--- src/common/sac_pkg.sv ---
// Purpose: Shared constants for the SAR conversion control block.
// Assumes: 100 MHz bus clock, 12-bit result, AXI4-Lite register access.
// Notes: Timing counts are derived from the times and the clock rate.
package sac_pkg;
   localparam int CLK_HZ = 100_000_000;
   localparam int RES_BITS = 12;
   localparam int CONV_TICKS = 18;
   localparam int SAMPLE_TICKS = CONV_TICKS - RES_BITS;
   localparam int CONV_CLK_MIN_HZ = 1_000_000;
   localparam int CONV_CLK_MAX_HZ = 18_000_000;
   localparam int DIV_W = 8;
   localparam int DIV_MIN = (CLK_HZ + CONV_CLK_MAX_HZ - 1) / CONV_CLK_MAX_HZ;
   localparam int DIV_MAX = CLK_HZ / CONV_CLK_MIN_HZ;
   localparam int WAKE_US = 10;
   localparam int WAKE_CYCLES = WAKE_US * (CLK_HZ / 1_000_000);
   localparam int WAKE_W = 10;
   localparam int ADDR_W = 4;
   // Register byte offsets.
   localparam logic [ADDR_W-1:0] OFF_CTRL = 4'h0;
   localparam logic [ADDR_W-1:0] OFF_CLKDIV = 4'h4;
   localparam logic [ADDR_W-1:0] OFF_STATUS = 4'h8;
   localparam logic [ADDR_W-1:0] OFF_RESULT = 4'hC;
   // Control field positions.
   localparam int CTRL_EN = 0;
   localparam int CTRL_START = 1;
   localparam int CTRL_SINGLE = 2;
   localparam int CTRL_DIFF = 3;
   localparam int CTRL_TRIG_EN = 4;
   localparam int CTRL_W = 5;
   localparam logic [CTRL_W-1:0] CTRL_RST = 5'h00;
   // Status field positions.
   localparam int ST_DONE = 0;
   localparam int ST_BUSY = 1;
   localparam int ST_READY = 2;
   localparam int ST_OVR = 3;
   localparam logic [DIV_W-1:0] CLKDIV_RST = 8'h06;
   localparam logic [1:0] RESP_OKAY = 2'h0;
   localparam logic [1:0] RESP_SLVERR = 2'h2;
endpackage

--- src/common/sac_conv_if.sv ---
// Purpose: Carrier between the control top and the bit search engine.
// Assumes: One conversion in flight at a time.
// Notes: The tick marks one conversion clock period.
`timescale 1ns/100ps
interface sac_conv_if #(
   parameter int RES_W = 12
);
   logic start;
   logic tick;
   logic cmp;
   logic busy;
   logic done;
   logic sample;
   logic [RES_W-1:0] result;
   logic [RES_W-1:0] dac_code;
   modport ctrl (output start, tick, cmp, input busy, done, sample, result, dac_code);
   modport eng (input start, tick, cmp, output busy, done, sample, result, dac_code);
endinterface

--- src/rtl/sac_top.sv ---
// Purpose: Conversion control for a 12-bit successive approximation ADC.
// Assumes: AXI4-Lite master, comparator and trigger arrive as async pins.
// Notes: Registers CTRL, CLKDIV, STATUS, RESULT; reading RESULT clears done.
//
// Overview of operation
// - Twelve-bit result, up to one million samples.
// - Binary search from MSB down to LSB.
// - Conversion clock eighteen times sample rate, 1-18 MHz.
// - Start by software bit or hardware trigger.
// - Continuous mode works with trigger unconnected.
// - Wait ten microseconds after power-up or wake.
// - Done flag and output held until read.
// - Done output serves as interrupt or DMA request.
// - Single select: one conversion per trigger.
// - Continuous results move by DMA unaided.
// - Single-ended or differential input by configuration.
`timescale 1ns/100ps
module sac_top
   import sac_pkg::*;
(
   input wire logic aclk,
   input wire logic aresetn,
   input wire logic [ADDR_W-1:0] s_axi_awaddr,
   input wire logic s_axi_awvalid,
   output logic s_axi_awready,
   input wire logic [31:0] s_axi_wdata,
   input wire logic [3:0] s_axi_wstrb,
   input wire logic s_axi_wvalid,
   output logic s_axi_wready,
   output logic [1:0] s_axi_bresp,
   output logic s_axi_bvalid,
   input wire logic s_axi_bready,
   input wire logic [ADDR_W-1:0] s_axi_araddr,
   input wire logic s_axi_arvalid,
   output logic s_axi_arready,
   output logic [31:0] s_axi_rdata,
   output logic [1:0] s_axi_rresp,
   output logic s_axi_rvalid,
   input wire logic s_axi_rready,
   input wire logic hw_trigger,
   input wire logic cmp_in,
   output logic [RES_BITS-1:0] dac_code,
   output logic sample_en,
   output logic diff_sel,
   output logic analog_power,
   output logic conv_done
);
   localparam logic [WAKE_W-1:0] WAKE_M1 = WAKE_W'(WAKE_CYCLES - 1);
   localparam logic [DIV_W-1:0] DIV_LO = DIV_W'(DIV_MIN);
   localparam logic [DIV_W-1:0] DIV_HI = DIV_W'(DIV_MAX);

   sac_conv_if #(.RES_W(RES_BITS)) cv ();

   logic [CTRL_W-1:0] ctrl_reg;
   logic [DIV_W-1:0] clkdiv_reg, div_cnt_reg, div_eff;
   logic [WAKE_W-1:0] wake_cnt_reg;
   logic [RES_BITS-1:0] result_reg;
   logic ready_reg, run_reg, start_reg, done_reg, ovr_reg;
   logic trig_s1_reg, trig_s2_reg, trig_s3_reg;
   logic cmp_s1_reg, cmp_s2_reg;
   logic awready_reg, bvalid_reg, arready_reg, rvalid_reg;
   logic [1:0] bresp_reg, rresp_reg;
   logic [31:0] rdata_reg, rd_word;
   logic rd_ok;
   logic wr_fire, rd_fire, wr_ctrl, wr_div, wr_stat, rd_result;
   logic sw_start, hw_start, req, start_next, tick, en, single, single_next;

   // Clamp the divider so the conversion clock stays within its range.
   function automatic logic [DIV_W-1:0] clamp_div(input logic [DIV_W-1:0] d);
      if (d < DIV_LO)
         clamp_div = DIV_LO;
      else if (d > DIV_HI)
         clamp_div = DIV_HI;
      else
         clamp_div = d;
   endfunction

   // Word address of a byte address.
   function automatic logic [ADDR_W-1:0] word_of(input logic [ADDR_W-1:0] a);
      word_of = {a[ADDR_W-1:2], 2'b00};
   endfunction

   // Bus handshake decode.
   assign wr_fire = awready_reg && s_axi_awvalid && s_axi_wvalid;
   assign rd_fire = arready_reg && s_axi_arvalid;
   assign wr_ctrl = wr_fire && s_axi_wstrb[0] && word_of(s_axi_awaddr) == OFF_CTRL;
   assign wr_div = wr_fire && s_axi_wstrb[0] && word_of(s_axi_awaddr) == OFF_CLKDIV;
   assign wr_stat = wr_fire && s_axi_wstrb[0] && word_of(s_axi_awaddr) == OFF_STATUS;
   assign rd_result = rd_fire && word_of(s_axi_araddr) == OFF_RESULT;

   // Start requests and the conversion clock tick.
   assign en = ctrl_reg[CTRL_EN];
   assign single = ctrl_reg[CTRL_SINGLE];
   // Mode as it stands after this edge, so a start written with a mode change obeys the new mode.
   assign single_next = wr_ctrl ? s_axi_wdata[CTRL_SINGLE] : single;
   assign sw_start = wr_ctrl && s_axi_wdata[CTRL_START];
   assign hw_start = ctrl_reg[CTRL_TRIG_EN] && trig_s2_reg && !trig_s3_reg;
   assign req = ready_reg && (sw_start || hw_start);
   assign start_next = ready_reg && !cv.busy && !start_reg && (req || run_reg);
   assign div_eff = clamp_div(clkdiv_reg);
   assign tick = cv.busy && (div_cnt_reg == div_eff - 8'h01);
   assign cv.start = start_reg;
   assign cv.tick = tick;
   assign cv.cmp = cmp_s2_reg;

   sac_sar #(.RES_W(RES_BITS)) u_sar (
      .aclk(aclk),
      .aresetn(aresetn),
      .cv(cv)
   );

   // Two-stage synchronisers for the pins; the third stage feeds the edge detect.
   always_ff @(posedge aclk)
   begin
      if (!aresetn)
      begin
         trig_s1_reg <= 1'b0;
         trig_s2_reg <= 1'b0;
         trig_s3_reg <= 1'b0;
         cmp_s1_reg <= 1'b0;
         cmp_s2_reg <= 1'b0;
      end
      else
      begin
         trig_s1_reg <= hw_trigger;
         trig_s2_reg <= trig_s1_reg;
         trig_s3_reg <= trig_s2_reg;
         cmp_s1_reg <= cmp_in;
         cmp_s2_reg <= cmp_s1_reg;
      end
   end

   // Control registers written by software.
   always_ff @(posedge aclk)
   begin
      if (!aresetn)
      begin
         ctrl_reg <= CTRL_RST;
         clkdiv_reg <= CLKDIV_RST;
      end
      else
      begin
         if (wr_ctrl)
            ctrl_reg <= s_axi_wdata[CTRL_W-1:0] & ~(5'h01 << CTRL_START);
         if (wr_div)
            clkdiv_reg <= s_axi_wdata[DIV_W-1:0];
      end
   end

   // Wake-up wait after power-up or after leaving sleep.
   always_ff @(posedge aclk)
   begin
      if (!aresetn || !en)
      begin
         wake_cnt_reg <= '0;
         ready_reg <= 1'b0;
      end
      else if (!ready_reg && wake_cnt_reg == WAKE_M1)
         ready_reg <= 1'b1;
      else if (!ready_reg)
         wake_cnt_reg <= wake_cnt_reg + 10'h001;
   end

   // Continuous run flag; cleared by sleep or by choosing single mode.
   always_ff @(posedge aclk)
   begin
      if (!aresetn || !ready_reg || single_next)
         run_reg <= 1'b0;
      else if (req)
         run_reg <= 1'b1;
   end

   // Conversion start pulse and conversion clock divider.
   always_ff @(posedge aclk)
   begin
      if (!aresetn)
      begin
         start_reg <= 1'b0;
         div_cnt_reg <= '0;
      end
      else
      begin
         start_reg <= start_next;
         div_cnt_reg <= (!cv.busy || tick) ? 8'h00 : div_cnt_reg + 8'h01;
      end
   end

   // Done flag held until the result is read; a new completion wins over the read.
   always_ff @(posedge aclk)
   begin
      if (!aresetn)
      begin
         done_reg <= 1'b0;
         ovr_reg <= 1'b0;
         result_reg <= '0;
      end
      else
      begin
         if (cv.done)
            result_reg <= cv.result;
         if (cv.done)
            done_reg <= 1'b1;
         else if (rd_result)
            done_reg <= 1'b0;
         if (cv.done && done_reg && !rd_result)
            ovr_reg <= 1'b1;
         else if (wr_stat && s_axi_wdata[ST_OVR])
            ovr_reg <= 1'b0;
      end
   end

   // Read data selection.
   always_comb
   begin
      rd_word = 32'h0000_0000;
      rd_ok = 1'b1;
      if (word_of(s_axi_araddr) == OFF_CTRL)
         rd_word = {27'h0, ctrl_reg};
      else if (word_of(s_axi_araddr) == OFF_CLKDIV)
         rd_word = {24'h0, clkdiv_reg};
      else if (word_of(s_axi_araddr) == OFF_STATUS)
         rd_word = {28'h0, ovr_reg, ready_reg, cv.busy, done_reg};
      else if (word_of(s_axi_araddr) == OFF_RESULT)
         rd_word = {20'h0, result_reg};
      else
         rd_ok = 1'b0;
   end

   // Write channel: take address and data together, then respond.
   always_ff @(posedge aclk)
   begin
      if (!aresetn)
      begin
         awready_reg <= 1'b0;
         bvalid_reg <= 1'b0;
         bresp_reg <= RESP_OKAY;
      end
      else
      begin
         awready_reg <= s_axi_awvalid && s_axi_wvalid && !awready_reg && !bvalid_reg;
         if (wr_fire)
         begin
            bvalid_reg <= 1'b1;
            bresp_reg <= (word_of(s_axi_awaddr) > OFF_RESULT) ? RESP_SLVERR : RESP_OKAY;
         end
         else if (s_axi_bready)
            bvalid_reg <= 1'b0;
      end
   end

   // Read channel: one read at a time, answer one cycle after acceptance.
   always_ff @(posedge aclk)
   begin
      if (!aresetn)
      begin
         arready_reg <= 1'b0;
         rvalid_reg <= 1'b0;
         rdata_reg <= 32'h0000_0000;
         rresp_reg <= RESP_OKAY;
      end
      else
      begin
         arready_reg <= s_axi_arvalid && !arready_reg && !rvalid_reg;
         if (rd_fire)
         begin
            rvalid_reg <= 1'b1;
            rdata_reg <= rd_word;
            rresp_reg <= rd_ok ? RESP_OKAY : RESP_SLVERR;
         end
         else if (s_axi_rready)
            rvalid_reg <= 1'b0;
      end
   end

   // Pin and bus outputs, all from flip-flops.
   assign s_axi_awready = awready_reg;
   assign s_axi_wready = awready_reg;
   assign s_axi_bvalid = bvalid_reg;
   assign s_axi_bresp = bresp_reg;
   assign s_axi_arready = arready_reg;
   assign s_axi_rvalid = rvalid_reg;
   assign s_axi_rdata = rdata_reg;
   assign s_axi_rresp = rresp_reg;
   assign dac_code = cv.dac_code;
   assign sample_en = cv.sample;
   assign diff_sel = ctrl_reg[CTRL_DIFF];
   assign analog_power = en;
   assign conv_done = done_reg;
endmodule

--- src/rtl/sac_sar.sv ---
// Purpose: Binary search engine deciding result bits from MSB to LSB.
// Assumes: Comparator input is already synchronised; tick paced by top.
// Notes: One conversion is SAMPLE_TICKS sampling ticks plus one per bit.
`timescale 1ns/100ps
module sac_sar
   import sac_pkg::*;
#(
   parameter int RES_W = RES_BITS
)
(
   input wire logic aclk,
   input wire logic aresetn,
   sac_conv_if.eng cv
);
   typedef enum logic [1:0] {SAC_IDLE, SAC_SAMP, SAC_BITS} sac_eng_t;
   localparam logic [4:0] MSB_IDX = 5'(RES_W - 1);
   localparam logic [4:0] SAMP_LAST = 5'(CONV_TICKS - RES_W - 1);
   sac_eng_t state_reg, state_next;
   logic [4:0] cnt_reg, cnt_next;
   logic [RES_W-1:0] dac_reg, dac_next, res_reg, res_next, kept;
   logic done_reg, done_next, samp_reg;
   logic [4:0] tk_reg;

   function automatic logic [RES_W-1:0] bit_at(input logic [4:0] idx);
      bit_at = {{(RES_W-1){1'b0}}, 1'b1} << idx;
   endfunction

   // Keep the trial bit when the input is above the trial level.
   assign kept = cv.cmp ? dac_reg : (dac_reg & ~bit_at(cnt_reg));
   assign cv.busy = (state_reg != SAC_IDLE);
   assign cv.done = done_reg;
   assign cv.result = res_reg;
   assign cv.dac_code = dac_reg;
   assign cv.sample = samp_reg;

   // Sample for a fixed number of ticks, then decide one bit per tick.
   always_comb
   begin
      state_next = state_reg;
      cnt_next = cnt_reg;
      dac_next = dac_reg;
      res_next = res_reg;
      done_next = 1'b0;
      case (state_reg)
         SAC_IDLE:
            if (cv.start)
            begin
               state_next = SAC_SAMP;
               cnt_next = 5'h00;
               dac_next = '0;
            end
         SAC_SAMP:
            if (cv.tick && cnt_reg == SAMP_LAST)
            begin
               state_next = SAC_BITS;
               cnt_next = MSB_IDX;
               dac_next = bit_at(MSB_IDX);
            end
            else if (cv.tick)
               cnt_next = cnt_reg + 5'h01;
         SAC_BITS:
            if (cv.tick && cnt_reg == 5'h00)
            begin
               state_next = SAC_IDLE;
               res_next = kept;
               done_next = 1'b1;
               dac_next = '0;
            end
            else if (cv.tick)
            begin
               cnt_next = cnt_reg - 5'h01;
               dac_next = kept | bit_at(cnt_reg - 5'h01);
            end
         default:
            state_next = SAC_IDLE;
      endcase
   end

   // State and datapath registers.
   always_ff @(posedge aclk)
   begin
      if (!aresetn)
      begin
         state_reg <= SAC_IDLE;
         cnt_reg <= 5'h00;
         dac_reg <= '0;
         res_reg <= '0;
         done_reg <= 1'b0;
         samp_reg <= 1'b0;
      end
      else
      begin
         state_reg <= state_next;
         cnt_reg <= cnt_next;
         dac_reg <= dac_next;
         res_reg <= res_next;
         done_reg <= done_next;
         samp_reg <= (state_next == SAC_SAMP);
      end
   end

   // Helper count of conversion ticks, read only by the checks.
   always_ff @(posedge aclk)
   begin
      if (!aresetn || state_reg == SAC_IDLE)
         tk_reg <= 5'h00;
      else if (cv.tick)
         tk_reg <= tk_reg + 5'h01;
   end
endmodule

--- config.mk ---
export PLATFORM = sky130hd
export DESIGN_NAME = sac_top
export DESIGN_NICKNAME = d
export VERILOG_FILES = /design/src/common/sac_pkg.sv /design/src/common/sac_conv_if.sv /design/src/rtl/sac_top.sv /design/src/rtl/sac_sar.sv
export SDC_FILE = /design/constraint.sdc
export NUM_CORES = 1
export LEC_CHECK = 0
export ABC_AREA = 1
export BUFFER_PORTS_ARGS = -buffer_cell sky130_fd_sc_hd__buf_2
export CORE_ASPECT_RATIO = 1.4
export CORE_MARGIN = 4
export CORE_UTILIZATION = 32
export CTS_CLUSTER_SIZE = 16
export DETAILED_ROUTE_END_ITERATION = 10
export GPL_TIMING_DRIVEN = 0
export PLACE_DENSITY = 0.57
export SYNTH_ARGS = -nofsm -noshare
export SYNTH_HDL_FRONTEND = slang
export SYNTH_HIERARCHICAL = 1
export SYNTH_SLANG_ARGS = --single-unit
--- constraint.sdc ---
create_clock -name aclk -period 3.39 [get_ports aclk]
set_input_delay 0.5085 -clock aclk [delete_from_list [all_inputs] [get_ports aclk]]
set_output_delay 0.5085 -clock aclk [all_outputs]
set_load 0.05 [all_outputs]
==> flow_metrics.env, run 1 <==
export IMPL_status="finished clean"
export IMPL_place_detailed_hpwl_um=10100
export IMPL_r2r_start="clkdiv_reg[2]"
export IMPL_dpl_cell_area_um2=5740
export IMPL_die_w_um=115
export IMPL_cts_num_sinks=102
export IMPL_rows=54
export IMPL_h_tree_depth=3
export IMPL_coreArea_um2=15700
export IMPL_yosys_top_cells_area="dfxtp_1, nand2_1, nor2_1, inv_1, a21oi_1"
export IMPL_cts_buffers=9
export IMPL_yosys_warnings=6
export IMPL_fin_crit_ns=3.09
export IMPL_grt_pass1_wl_um=21400
export IMPL_synth_top_area_cell="dfxtp_1"
export IMPL_drt_iter0_markers=238
export IMPL_initial_core_util_pct=32.8
export IMPL_grt_pass1_vias=4551
export IMPL_ant_nets=0
export IMPL_fmax_ghz=0.323
export IMPL_final_area_um2=6190
export IMPL_yosysSeqAreaShare_pct=39.7
export IMPL_min_path_type="input port to flop"
export IMPL_cts_hold_buf=0
export IMPL_drtPass1Iterations=5
export IMPL_die_area_um2=18200
export IMPL_path_clk_slew_ns=0.07
export IMPL_nNetsFinal=888
export IMPL_power_density_nw_per_um2=416
export IMPL_start_kind="flop"
export IMPL_grt_max_degree=17
export IMPL_tns_ns=0
export IMPL_final_cell_mix="nand2_1, dfxtp_1, nor2_1"
export IMPL_endpoint="u_sar/cv.dac_code[6]"
export IMPL_grt_setup_unrepaired="false"
export IMPL_drt_vias_per_instance=4.67
export IMPL_crit_required_ns=3.67
export IMPL_rrSetupSlack_ns=0.30
export IMPL_postSynthCellCount=726
export IMPL_die_height_um=158
export IMPL_wl_um=13100
export IMPL_dr_total_vias=4770
export IMPL_worstPathMaxFanout=6
export IMPL_crit_path_start="clkdiv_reg[2]"
export IMPL_overflow=0
export IMPL_clock_latency_ns=0.36
export IMPL_synth_top_area_share_pct=39.7
export IMPL_track_usage_pct=14.6
export IMPL_drc=0
export IMPL_setup_viol=0
export IMPL_gp_congestion=0.869
export IMPL_path_class="flop to flop"
export IMPL_peakVddDrop_v=0.000214
export IMPL_slew_headroom_pct=63.1
export IMPL_cts_tree="built"
export IMPL_synth_seq_cells=102
export IMPL_layout_commonest_cell="nand2_1"
export IMPL_netlist_area_um2=5140
export IMPL_num_io_pins=110
export IMPL_drive_gt1_share_pct=19.4
export IMPL_slew_viol_final=0
export IMPL_port_buffers=55
export IMPL_hold_worst_slack_ns=0.338
export IMPL_syn_to_final_growth_pct=20.5
export IMPL_end_kind="flop"
export IMPL_tightest_slew_ns=0.550
export IMPL_r2r_end="u_sar/cv.dac_code[6]"
export IMPL_clock_path_buffers=2
export IMPL_wl_per_cell_um=12.8
export IMPL_ys_types=38
export IMPL_period_share_pct=91.3
export IMPL_worst_endpoint_arrival_ns=3.38
export IMPL_power_leakage_nw=2.79
export IMPL_syn_area_per_cell_um2=7.08
export IMPL_finalClockSkew_ns=0.0111
export IMPL_antenna_found_initial=0
export IMPL_max_cap_violations=0
export IMPL_antenna_cells=0
export IMPL_rr_worst_depth=22
export IMPL_cts_root_buf="clkbuf_16"
export IMPL_finalHoldViolCount=0
## layer usage
layer | vias to the layer above | wire, um | GRT usage [%]
met5 | - | 0 | 0
met4 | 0 | 286 | 6.32
met3 | 19 | 452 | 1.84
met2 | 90 | 6540 | 25.9
met1 | 2175 | 5830 | 17.5
li1 | 2486 | - | -
## where the power goes
part | leakage, nW | internal, mW | switching (mW)
registers | 0.826 | 1.20 | 0.00514
logic | 1.80 | 0.0429 | 0.123
clock network | 0.166 | 0.743 | 0.458
total | 2.79 | 1.99 | 0.587
## layout make-up
| cell class | instances | area, um^2 |
|---|---|---|
| clock buffers | 11 | 243 |
| plain buffers | 45 | 285 |
| inverters | 79 | 299 |
| well taps | 196 | 245 |
| repair buffers | 62 | 328 |
| flip-flops and latches | 102 | 2060 |
| clock inverters | 5 | 106 |
| multi-input cells | 522 | 2620 |
| fillers | 1690 | 9490 |
## per-stage QoR
step | util [%] | power, mW | setup WS, ns | cells
4_1_cts | 38.8 | 2.61 | 0.117 | 1015
2_1_floorplan | - | 1.36 | 0.672 | 748
3_5_place_dp | 36.6 | 1.40 | 0.139 | 999
6_report | 39.5 | 2.58 | 0.296 | 1022
5_1_grt | 39.5 | 2.65 | 0.00974 | 1022
3_3_place_gp | 36.6 | 1.40 | 0.138 | 999
## worst max-delay path: stages, from the launching register on
cell and delay, ns:
dfxtp_2 0.40, nand2_1 0.06, nand3_1 0.12, nor2_4 0.06, nor2_1 0.17, nand2_1 0.14
ha_4 0.29, xor2_1 0.12, nand3_1 0.09, a21oi_1 0.12, nand3_1 0.11, nor2_2 0.10
nand2_2 0.10, nor2_4 0.16, nand2_1 0.09, inv_2 0.10, nand2_2 0.06, nand2_2 0.11
nand3_2 0.10, nor2_4 0.19, buf_4 0.17, nand2_1 0.05, a21oi_1 0.10
## worst min path at each step
stage / endpoint / slack (ns) / start / cells after the start
after global placement: cmp_s2_reg / 0.39 / cmp_s1_reg / 2
after CTS: cmp_s1_reg / 0.32 / cmp_in / 3
after floorplan: cmp_s2_reg / 0.39 / cmp_s1_reg / 2
after global routing: cmp_s1_reg / 0.36 / cmp_in / 3
after detailed placement: cmp_s2_reg / 0.41 / cmp_s1_reg / 2
final: cmp_s1_reg / 0.34 / cmp_in / 3
## cells by family (layout without fill, tap and decap cells)
logic type	after synthesis	after routing	share of synthesized area (%)
and+or+nand+nor	354	354	30.7
AOI/OAI and AO/OA	121	121	13.0
other	1	23	0.0730
xor gates and xnor gates	10	10	1.70
buffers and inverters	124	202	11.4
DFF	102	102	39.7
adders and majority gates	14	14	3.41
## cell usage after synthesis (all sizes together)
cell / instances
nand2: 170
nor2: 103
dfxtp: 102
inv: 79
a21oi: 53
nand3: 53
o21ai: 48
buf: 32
ha: 14
nor3: 14
clkbuf: 13
xor2: 8
nand4: 6
a31oi: 5
o211ai: 5
a22oi: 4
nor3b: 4
a221oi: 3
nor4: 3
xnor2: 2
a41oi: 1
conb: 1
o21a: 1
o2bb2ai: 1
or2: 1
## what timing repair did
action,in CTS,in global routing
endpoints found under the setup margin,0,27
buffers inserted,0,6
gates resized for setup,0,18
hold endpoints to repair,0,0
(Power assumes the default switching activity.)
==> run 2, diff against run 1 <==
Settings changed: SETUP_SLACK_MARGIN set to 0.4.
==> run 2 against run 1 <==
  * Global-route usage rose by 0.17 points
  * Final cell count is 1.2% higher
  * Largest cell class unchanged
  * Sequential share of layout area shrank 0.97 points
  * Non-clock buffer count increased by 12
  * Register-to-register slack improved by 0.23 ns
  * Critical path type unchanged
  * First-iteration DRC count is 1.3% higher
  * Sequential power barely moved
  * Wire length is 1.6% higher
  * Design area rose by 3.5%
  * Count of clock-buffer cells in the layout stayed put
  * Clock power barely moved
==> flow_metrics.env, run 2 (synthesis gave the netlist of run 1 again) <==
export IMPL_setup_viol=0
export IMPL_max_cap_violations=0
export IMPL_rows=54
export IMPL_grt_setup_unrepaired="true"
export IMPL_internal_power_mw=1.99
export IMPL_drive_gt1_share_pct=22.3
export IMPL_clock_latency_ns=0.35
export IMPL_grt_max_degree=17
export IMPL_power_density_nw_per_um2=401
export IMPL_slew_viol_final=0
export IMPL_tightest_slew_ns=0.618
export IMPL_overflow=0
export IMPL_syn_to_final_growth_pct=24.7
export IMPL_slew_headroom_pct=58.8
export IMPL_slowest_delay_ns=0.36
export IMPL_dr_total_vias=4851
export IMPL_place_inst=999
export IMPL_grt_pass1_vias=4603
export IMPL_min_path_type="input port to flop"
export IMPL_path_clk_slew_ns=0.07
export IMPL_worstPathMaxFanout=5
export IMPL_initial_core_util_pct=32.8
export IMPL_clock_path_buffers=2
export IMPL_path_class="flop to flop"
export IMPL_drtPass1Iterations=4
export IMPL_end_kind="flop"
export IMPL_crit_required_ns=3.67
export IMPL_fin_cells=1034
export IMPL_tns_ns=0
export IMPL_antenna_cells=0
export IMPL_combPwrFrac_pct=6.5
export IMPL_num_io_pins=110
export IMPL_nNetsFinal=900
export IMPL_power_leakage_nw=2.91
export IMPL_gp_congestion=0.869
export IMPL_drt_vias_per_instance=4.69
export IMPL_p_switching_mw=0.580
export IMPL_hold_start="cmp_in"
export IMPL_period_share_pct=84.4
export IMPL_layout_setup_ws_ns=0.530
export IMPL_die_w_um=115
export IMPL_drc=0
export IMPL_worst_endpoint_arrival_ns=3.14
export IMPL_crit_path_top_delay_cell="dfxtp_4"
export IMPL_track_usage_pct=14.8
export IMPL_drt_iter0_markers=241
export IMPL_h_tree_depth=3
export IMPL_crit_path_start="clkdiv_reg[3]"
export IMPL_place_detailed_hpwl_um=10100
export IMPL_die_area_um2=18200
export IMPL_cts_tree="built"
export IMPL_start_kind="flop"
export IMPL_ant_nets=0
export IMPL_grt_pass1_wl_um=21600
export IMPL_seq_power_share_pct=47.0
export IMPL_fillers=1651
export IMPL_port_buffers=55
export IMPL_p_sw_share_pct=22.6
export IMPL_wl_per_cell_um=12.9
export IMPL_finalHoldViolCount=0
export IMPL_clock_power_share_pct=46.5
export IMPL_status="finished clean"
export IMPL_peakVddDrop_v=0.000214
export IMPL_crit_chain="inv_4 > nand2_1 > nor2_1 > nand2_1 > nand2_4 > nand2_2 > ha_4 > xor2_1 > nand3_1 > a21oi_1 > nand3_1 > nor2_2 > nand2_2 > nor2_4 > nand2_2 > inv_4 > nand2_4 > nand2_4 > nand3_4 > nor2_4 > buf_6 > nand2_1 > a21oi_1"
export IMPL_cts_num_sinks=102
export IMPL_fmax_ghz=0.350
export IMPL_cts_buffers=9
export IMPL_rrSetupSlack_ns=0.53
export IMPL_post_place_ws_ns=0.139
export IMPL_finalClockSkew_ns=0.00809
export IMPL_cts_root_buf="clkbuf_16"
export IMPL_coreArea_um2=15700
export IMPL_final_cell_mix="nand2_1, dfxtp_1, nor2_1"
export IMPL_layout_commonest_cell="nand2_1"
export IMPL_wl_um=13300
export IMPL_die_height_um=158
export IMPL_antenna_found_initial=0
export IMPL_fin_crit_ns=2.86
export IMPL_r2r_start="clkdiv_reg[3]"
-- run 2: changes by cell type in the layout (fill, tap and decap cells not counted), moves of 4 or more --
cell,previous run,this run
buf_4,33,44
nand2_1,160,152
a21oi_1,52,47
a21oi_2,0,5
inv_2,8,3
inv_4,1,6
dfxtp_2,5,1
dfxtp_4,3,7
nand2_2,7,11
nand2_4,3,7
-- run 2: metal layers --
layer | wire, um | vias up | GRT usage [%] | part of all wire (%)
met5 | 0 | - | 0 | 0
met4 | 336 | 0 | 6.38 | 2.5
met3 | 443 | 24 | 1.84 | 3.3
met2 | 6730 | 99 | 26.3 | 51
met1 | 5820 | 2212 | 17.7 | 44
li1 | - | 2516 | - | -
-- run 2: repair_timing --
item | 4_1_cts | 5_1_grt
buffers inserted | 5 | 12
gates resized for setup | 18 | 38
endpoints found under the setup margin | 29 | 31
gates cloned | 1 | 1
pin swaps | 4 | 21
hold buffers | 0 | 0
-- run 2: power by group through the flow --
stage / logic, mW / clock network, mW / registers, mW
3_3_place_gp: 0.165 / 0 / 1.24
6_report: 0.167 / 1.19 / 1.21
4_1_cts: 0.166 / 1.23 / 1.21
2_1_floorplan: 0.112 / 0 / 1.25
3_5_place_dp: 0.165 / 0 / 1.24
5_1_grt: 0.180 / 1.26 / 1.21
-- run 2: final cells by class --
cell class	count	area (um^2)	area share, %
Clock buffer	11	243	3.79
Inverter	79	312	4.86
Buffer	45	297	4.63
Tap cell	196	245	3.83
Multi-Input combinational cell	522	2700	42.1
Sequential cell	102	2070	32.3
Clock inverter	5	106	1.66
Timing Repair Buffer	74	434	6.78
-- run 2: path summary, 6_finish.rpt --
check	endpoint	cells past startpoint
worst max-delay path	u_sar/cv.dac_code[3]	23
worst min-delay path	cmp_s1_reg	3
worst max register to register	u_sar/cv.dac_code[3]	23
worst min register to register	cmp_s2_reg	2
-- run 2: through the flow --
step                      hold slack (ns)  total power, mW  utilization, %  area (um^2)
final                               0.339             2.57            40.9         6410
after CTS                           0.325             2.60            39.4         6180
after detailed placement            0.407             1.40            36.6         5740
after global routing                0.357             2.65            40.9         6410
after floorplan                     0.390             1.36               -         5220
after global placement              0.393             1.40            36.6         5740
-- run 2: worst max-delay path: cells and delay by family, from the launching register on --
kind | cells | cell delay, ns
buf+inv | 3 | 0.30
xor+xnor | 1 | 0.12
flops | 1 | 0.36
fa+ha+maj | 1 | 0.27
simple gates | 16 | 1.49
compound gates | 2 | 0.24
==> run 3, diff against run 2 <==
Settings changed: PLACE_DENSITY 0.57 to 0.58.
Clock period 3.39 ns to 2.4 ns, I/O delays scaled along.
==> run 3 against run 2 <==
  * The flow now finishes with violations (negative setup slack)
  * Sequential share of layout area decreased by 0.55 points
  * Global-route usage increased by 0.22 points
  * Via count unchanged
  * Final cell count increased by 0.97%
  * Non-clock buffer count increased by 10
  * Sequential power increased by 40%
  * Critical path type unchanged
  * Register-to-register slack got worse by 0.93 ns
  * Worst hold slack got worse by 0.14 ns
  * Highest routed layer unchanged
==> flow_metrics.env, run 3 (synthesis gave the netlist of run 1 again) <==
export IMPL_status="finished, violations left"
export IMPL_violations="negative setup slack"
export IMPL_rows=54
export IMPL_grt_pass1_vias=4611
export IMPL_drive_gt1_share_pct=25.7
export IMPL_grt_pass1_wl_um=21800
export IMPL_die_height_um=158
export IMPL_met3_usage_pct=2.79
export IMPL_antenna_cells=0
export IMPL_combPwrFrac_pct=7.0
export IMPL_drt_iter0_markers=210
export IMPL_met1_usage_pct=17.6
export IMPL_cts_root_buf="clkbuf_16"
export IMPL_crit_path_start="clkdiv_reg[7]"
export IMPL_clock_path_buffers=2
export IMPL_path_clk_slew_ns=0.07
export IMPL_end_kind="flop"
export IMPL_power_leakage_nw=2.92
export IMPL_wl_um=13600
export IMPL_antenna_found_initial=0
export IMPL_endpoint="u_sar/cv.dac_code[3]"
export IMPL_internal_power_mw=2.53
export IMPL_seq_power_share_pct=50.4
export IMPL_finalHoldViolCount=0
export IMPL_max_cap_violations=0
export IMPL_power_density_nw_per_um2=518
export IMPL_worst_endpoint_arrival_ns=3.08
export IMPL_p_sw_share_pct=25.1
export IMPL_r2r_end="u_sar/cv.dac_code[3]"
export IMPL_cts_num_sinks=102
export IMPL_drtPass1Iterations=4
export IMPL_fin_crit_ns=2.80
export IMPL_wl_per_cell_um=13.0
export IMPL_drt_vias_per_instance=4.65
export IMPL_final_core_util_pct=41.6
export IMPL_h_tree_depth=3
export IMPL_die_area_um2=18200
export IMPL_period_share_pct=117
export IMPL_grt_max_degree=18
export IMPL_clock_latency_ns=0.35
export IMPL_busiest_layer="met2"
export IMPL_tns_ns=-11.58
export IMPL_setup_viol=33
export IMPL_rrSetupSlack_ns=-0.40
export IMPL_ant_nets=0
export IMPL_layout_commonest_cell="nand2_1"
export IMPL_port_buffers=55
export IMPL_cts_tree="built"
export IMPL_fmax_ghz=0.358
export IMPL_track_usage_pct=15.0
export IMPL_path_class="flop to flop"
export IMPL_slew_headroom_pct=58.5
export IMPL_initial_core_util_pct=32.8
export IMPL_overflow=0
export IMPL_min_path_type="input port to flop"
export IMPL_gp_congestion=0.840
export IMPL_die_w_um=115
export IMPL_coreArea_um2=15700
export IMPL_peakVddDrop_v=0.000286
export IMPL_rr_worst_depth=24
export IMPL_place_detailed_hpwl_um=10200
export IMPL_met2_usage_pct=26.8
export IMPL_tightest_slew_ns=0.622
export IMPL_layout_setup_ws_ns=-0.397
export IMPL_slew_viol_final=0
export IMPL_num_io_pins=110
export IMPL_grt_setup_unrepaired="true"
export IMPL_r2r_start="clkdiv_reg[7]"
export IMPL_cts_buffers=9
export IMPL_start_kind="flop"
export IMPL_dr_total_vias=4851
export IMPL_p_switching_mw=0.846
export IMPL_cts_hold_buf=0
export IMPL_finalClockSkew_ns=0.00938
export IMPL_syn_to_final_growth_pct=26.9
export IMPL_drc=0
export IMPL_nNetsFinal=910
export IMPL_final_cell_mix="nand2_1, dfxtp_1, nor2_1"
export IMPL_clock_power_share_pct=42.6
export IMPL_worstPathMaxFanout=5
export IMPL_crit_required_ns=2.68
[run 3: cell type report]
type	instances	area [um^2]
inverters	79	307
well taps	196	245
multi-input cells	522	2780
flip-flops and latches	102	2070
plain buffers	45	298
clock inverters	4	35.0
fillers	1699	9160
repair buffers	84	523
clock buffers	12	256
[run 3: power groups by stage]
stage	registers [mW]	clock network (mW)	logic (mW)
after global placement	1.75	0	0.233
final	1.70	1.44	0.237
after floorplan	1.77	0	0.159
after detailed placement	1.75	0	0.233
after global routing	1.70	1.56	0.254
after CTS	1.70	1.49	0.235
[run 3: critical path: stages, from the launching register on]
cell and delay [ns]:
dfxtp_4 0.39, inv_4 0.04, buf_4 0.12, buf_4 0.12, buf_4 0.12, buf_4 0.12, buf_4 0.12, buf_4 0.12
buf_4 0.13, nand2_1 0.09, nand2_1 0.06, nand2_1 0.05, nand2_1 0.05, nor2_2 0.11, nand2_2 0.09, nor2_4 0.15
nand2_2 0.08, inv_2 0.07, nand2_2 0.06, nand2_4 0.08, nand3_4 0.07, nor2_4 0.15, buf_6 0.16, nand2_1 0.06
a21oi_1 0.11
[run 3: per-layer routing]
| metal | share of wire, % | wire [um] |
|---|---|---|
| met1 | 42 | 5650 |
| met2 | 52 | 7020 |
| met3 | 4.2 | 563 |
| met4 | 2.3 | 318 |
| met5 | 0 | 0 |
[run 3: how the worst min path moves through the flow]
| stage | startpoint | end | slack (ns) | depth (start not counted) |
|---|---|---|---|---|
| after detailed placement | trig_s1_reg | trig_s2_reg | 0.40 | 2 |
| after global routing | cmp_in | cmp_s1_reg | 0.23 | 3 |
| final | cmp_in | cmp_s1_reg | 0.20 | 3 |
| after CTS | cmp_in | cmp_s1_reg | 0.19 | 3 |
| after floorplan | cmp_s1_reg | cmp_s2_reg | 0.39 | 2 |
| after global placement | cmp_s1_reg | cmp_s2_reg | 0.40 | 2 |
[run 3: metrics by stage]
stage / std cells / hold WS (ns) / worst slack (ns) / cell area (um^2) / total power, mW
6_report: 1044 / 0.198 / -0.397 / 6520 / 3.38
2_1_floorplan: 748 / 0.390 / -0.192 / 5280 / 1.93
4_1_cts: 1041 / 0.187 / -0.451 / 6410 / 3.43
3_3_place_gp: 999 / 0.397 / -0.624 / 5800 / 1.98
5_1_grt: 1044 / 0.229 / -0.634 / 6520 / 3.52
3_5_place_dp: 999 / 0.401 / -0.609 / 5800 / 1.98
[run 3: repair_timing]
action | in CTS | in global routing
endpoints found under the setup margin | 41 | 45
buffers inserted | 24 | 3
pin swaps | 20 | 24
resized for setup | 35 | 26
gates cloned | 2 | 0
endpoints found under the hold margin | 0 | 0
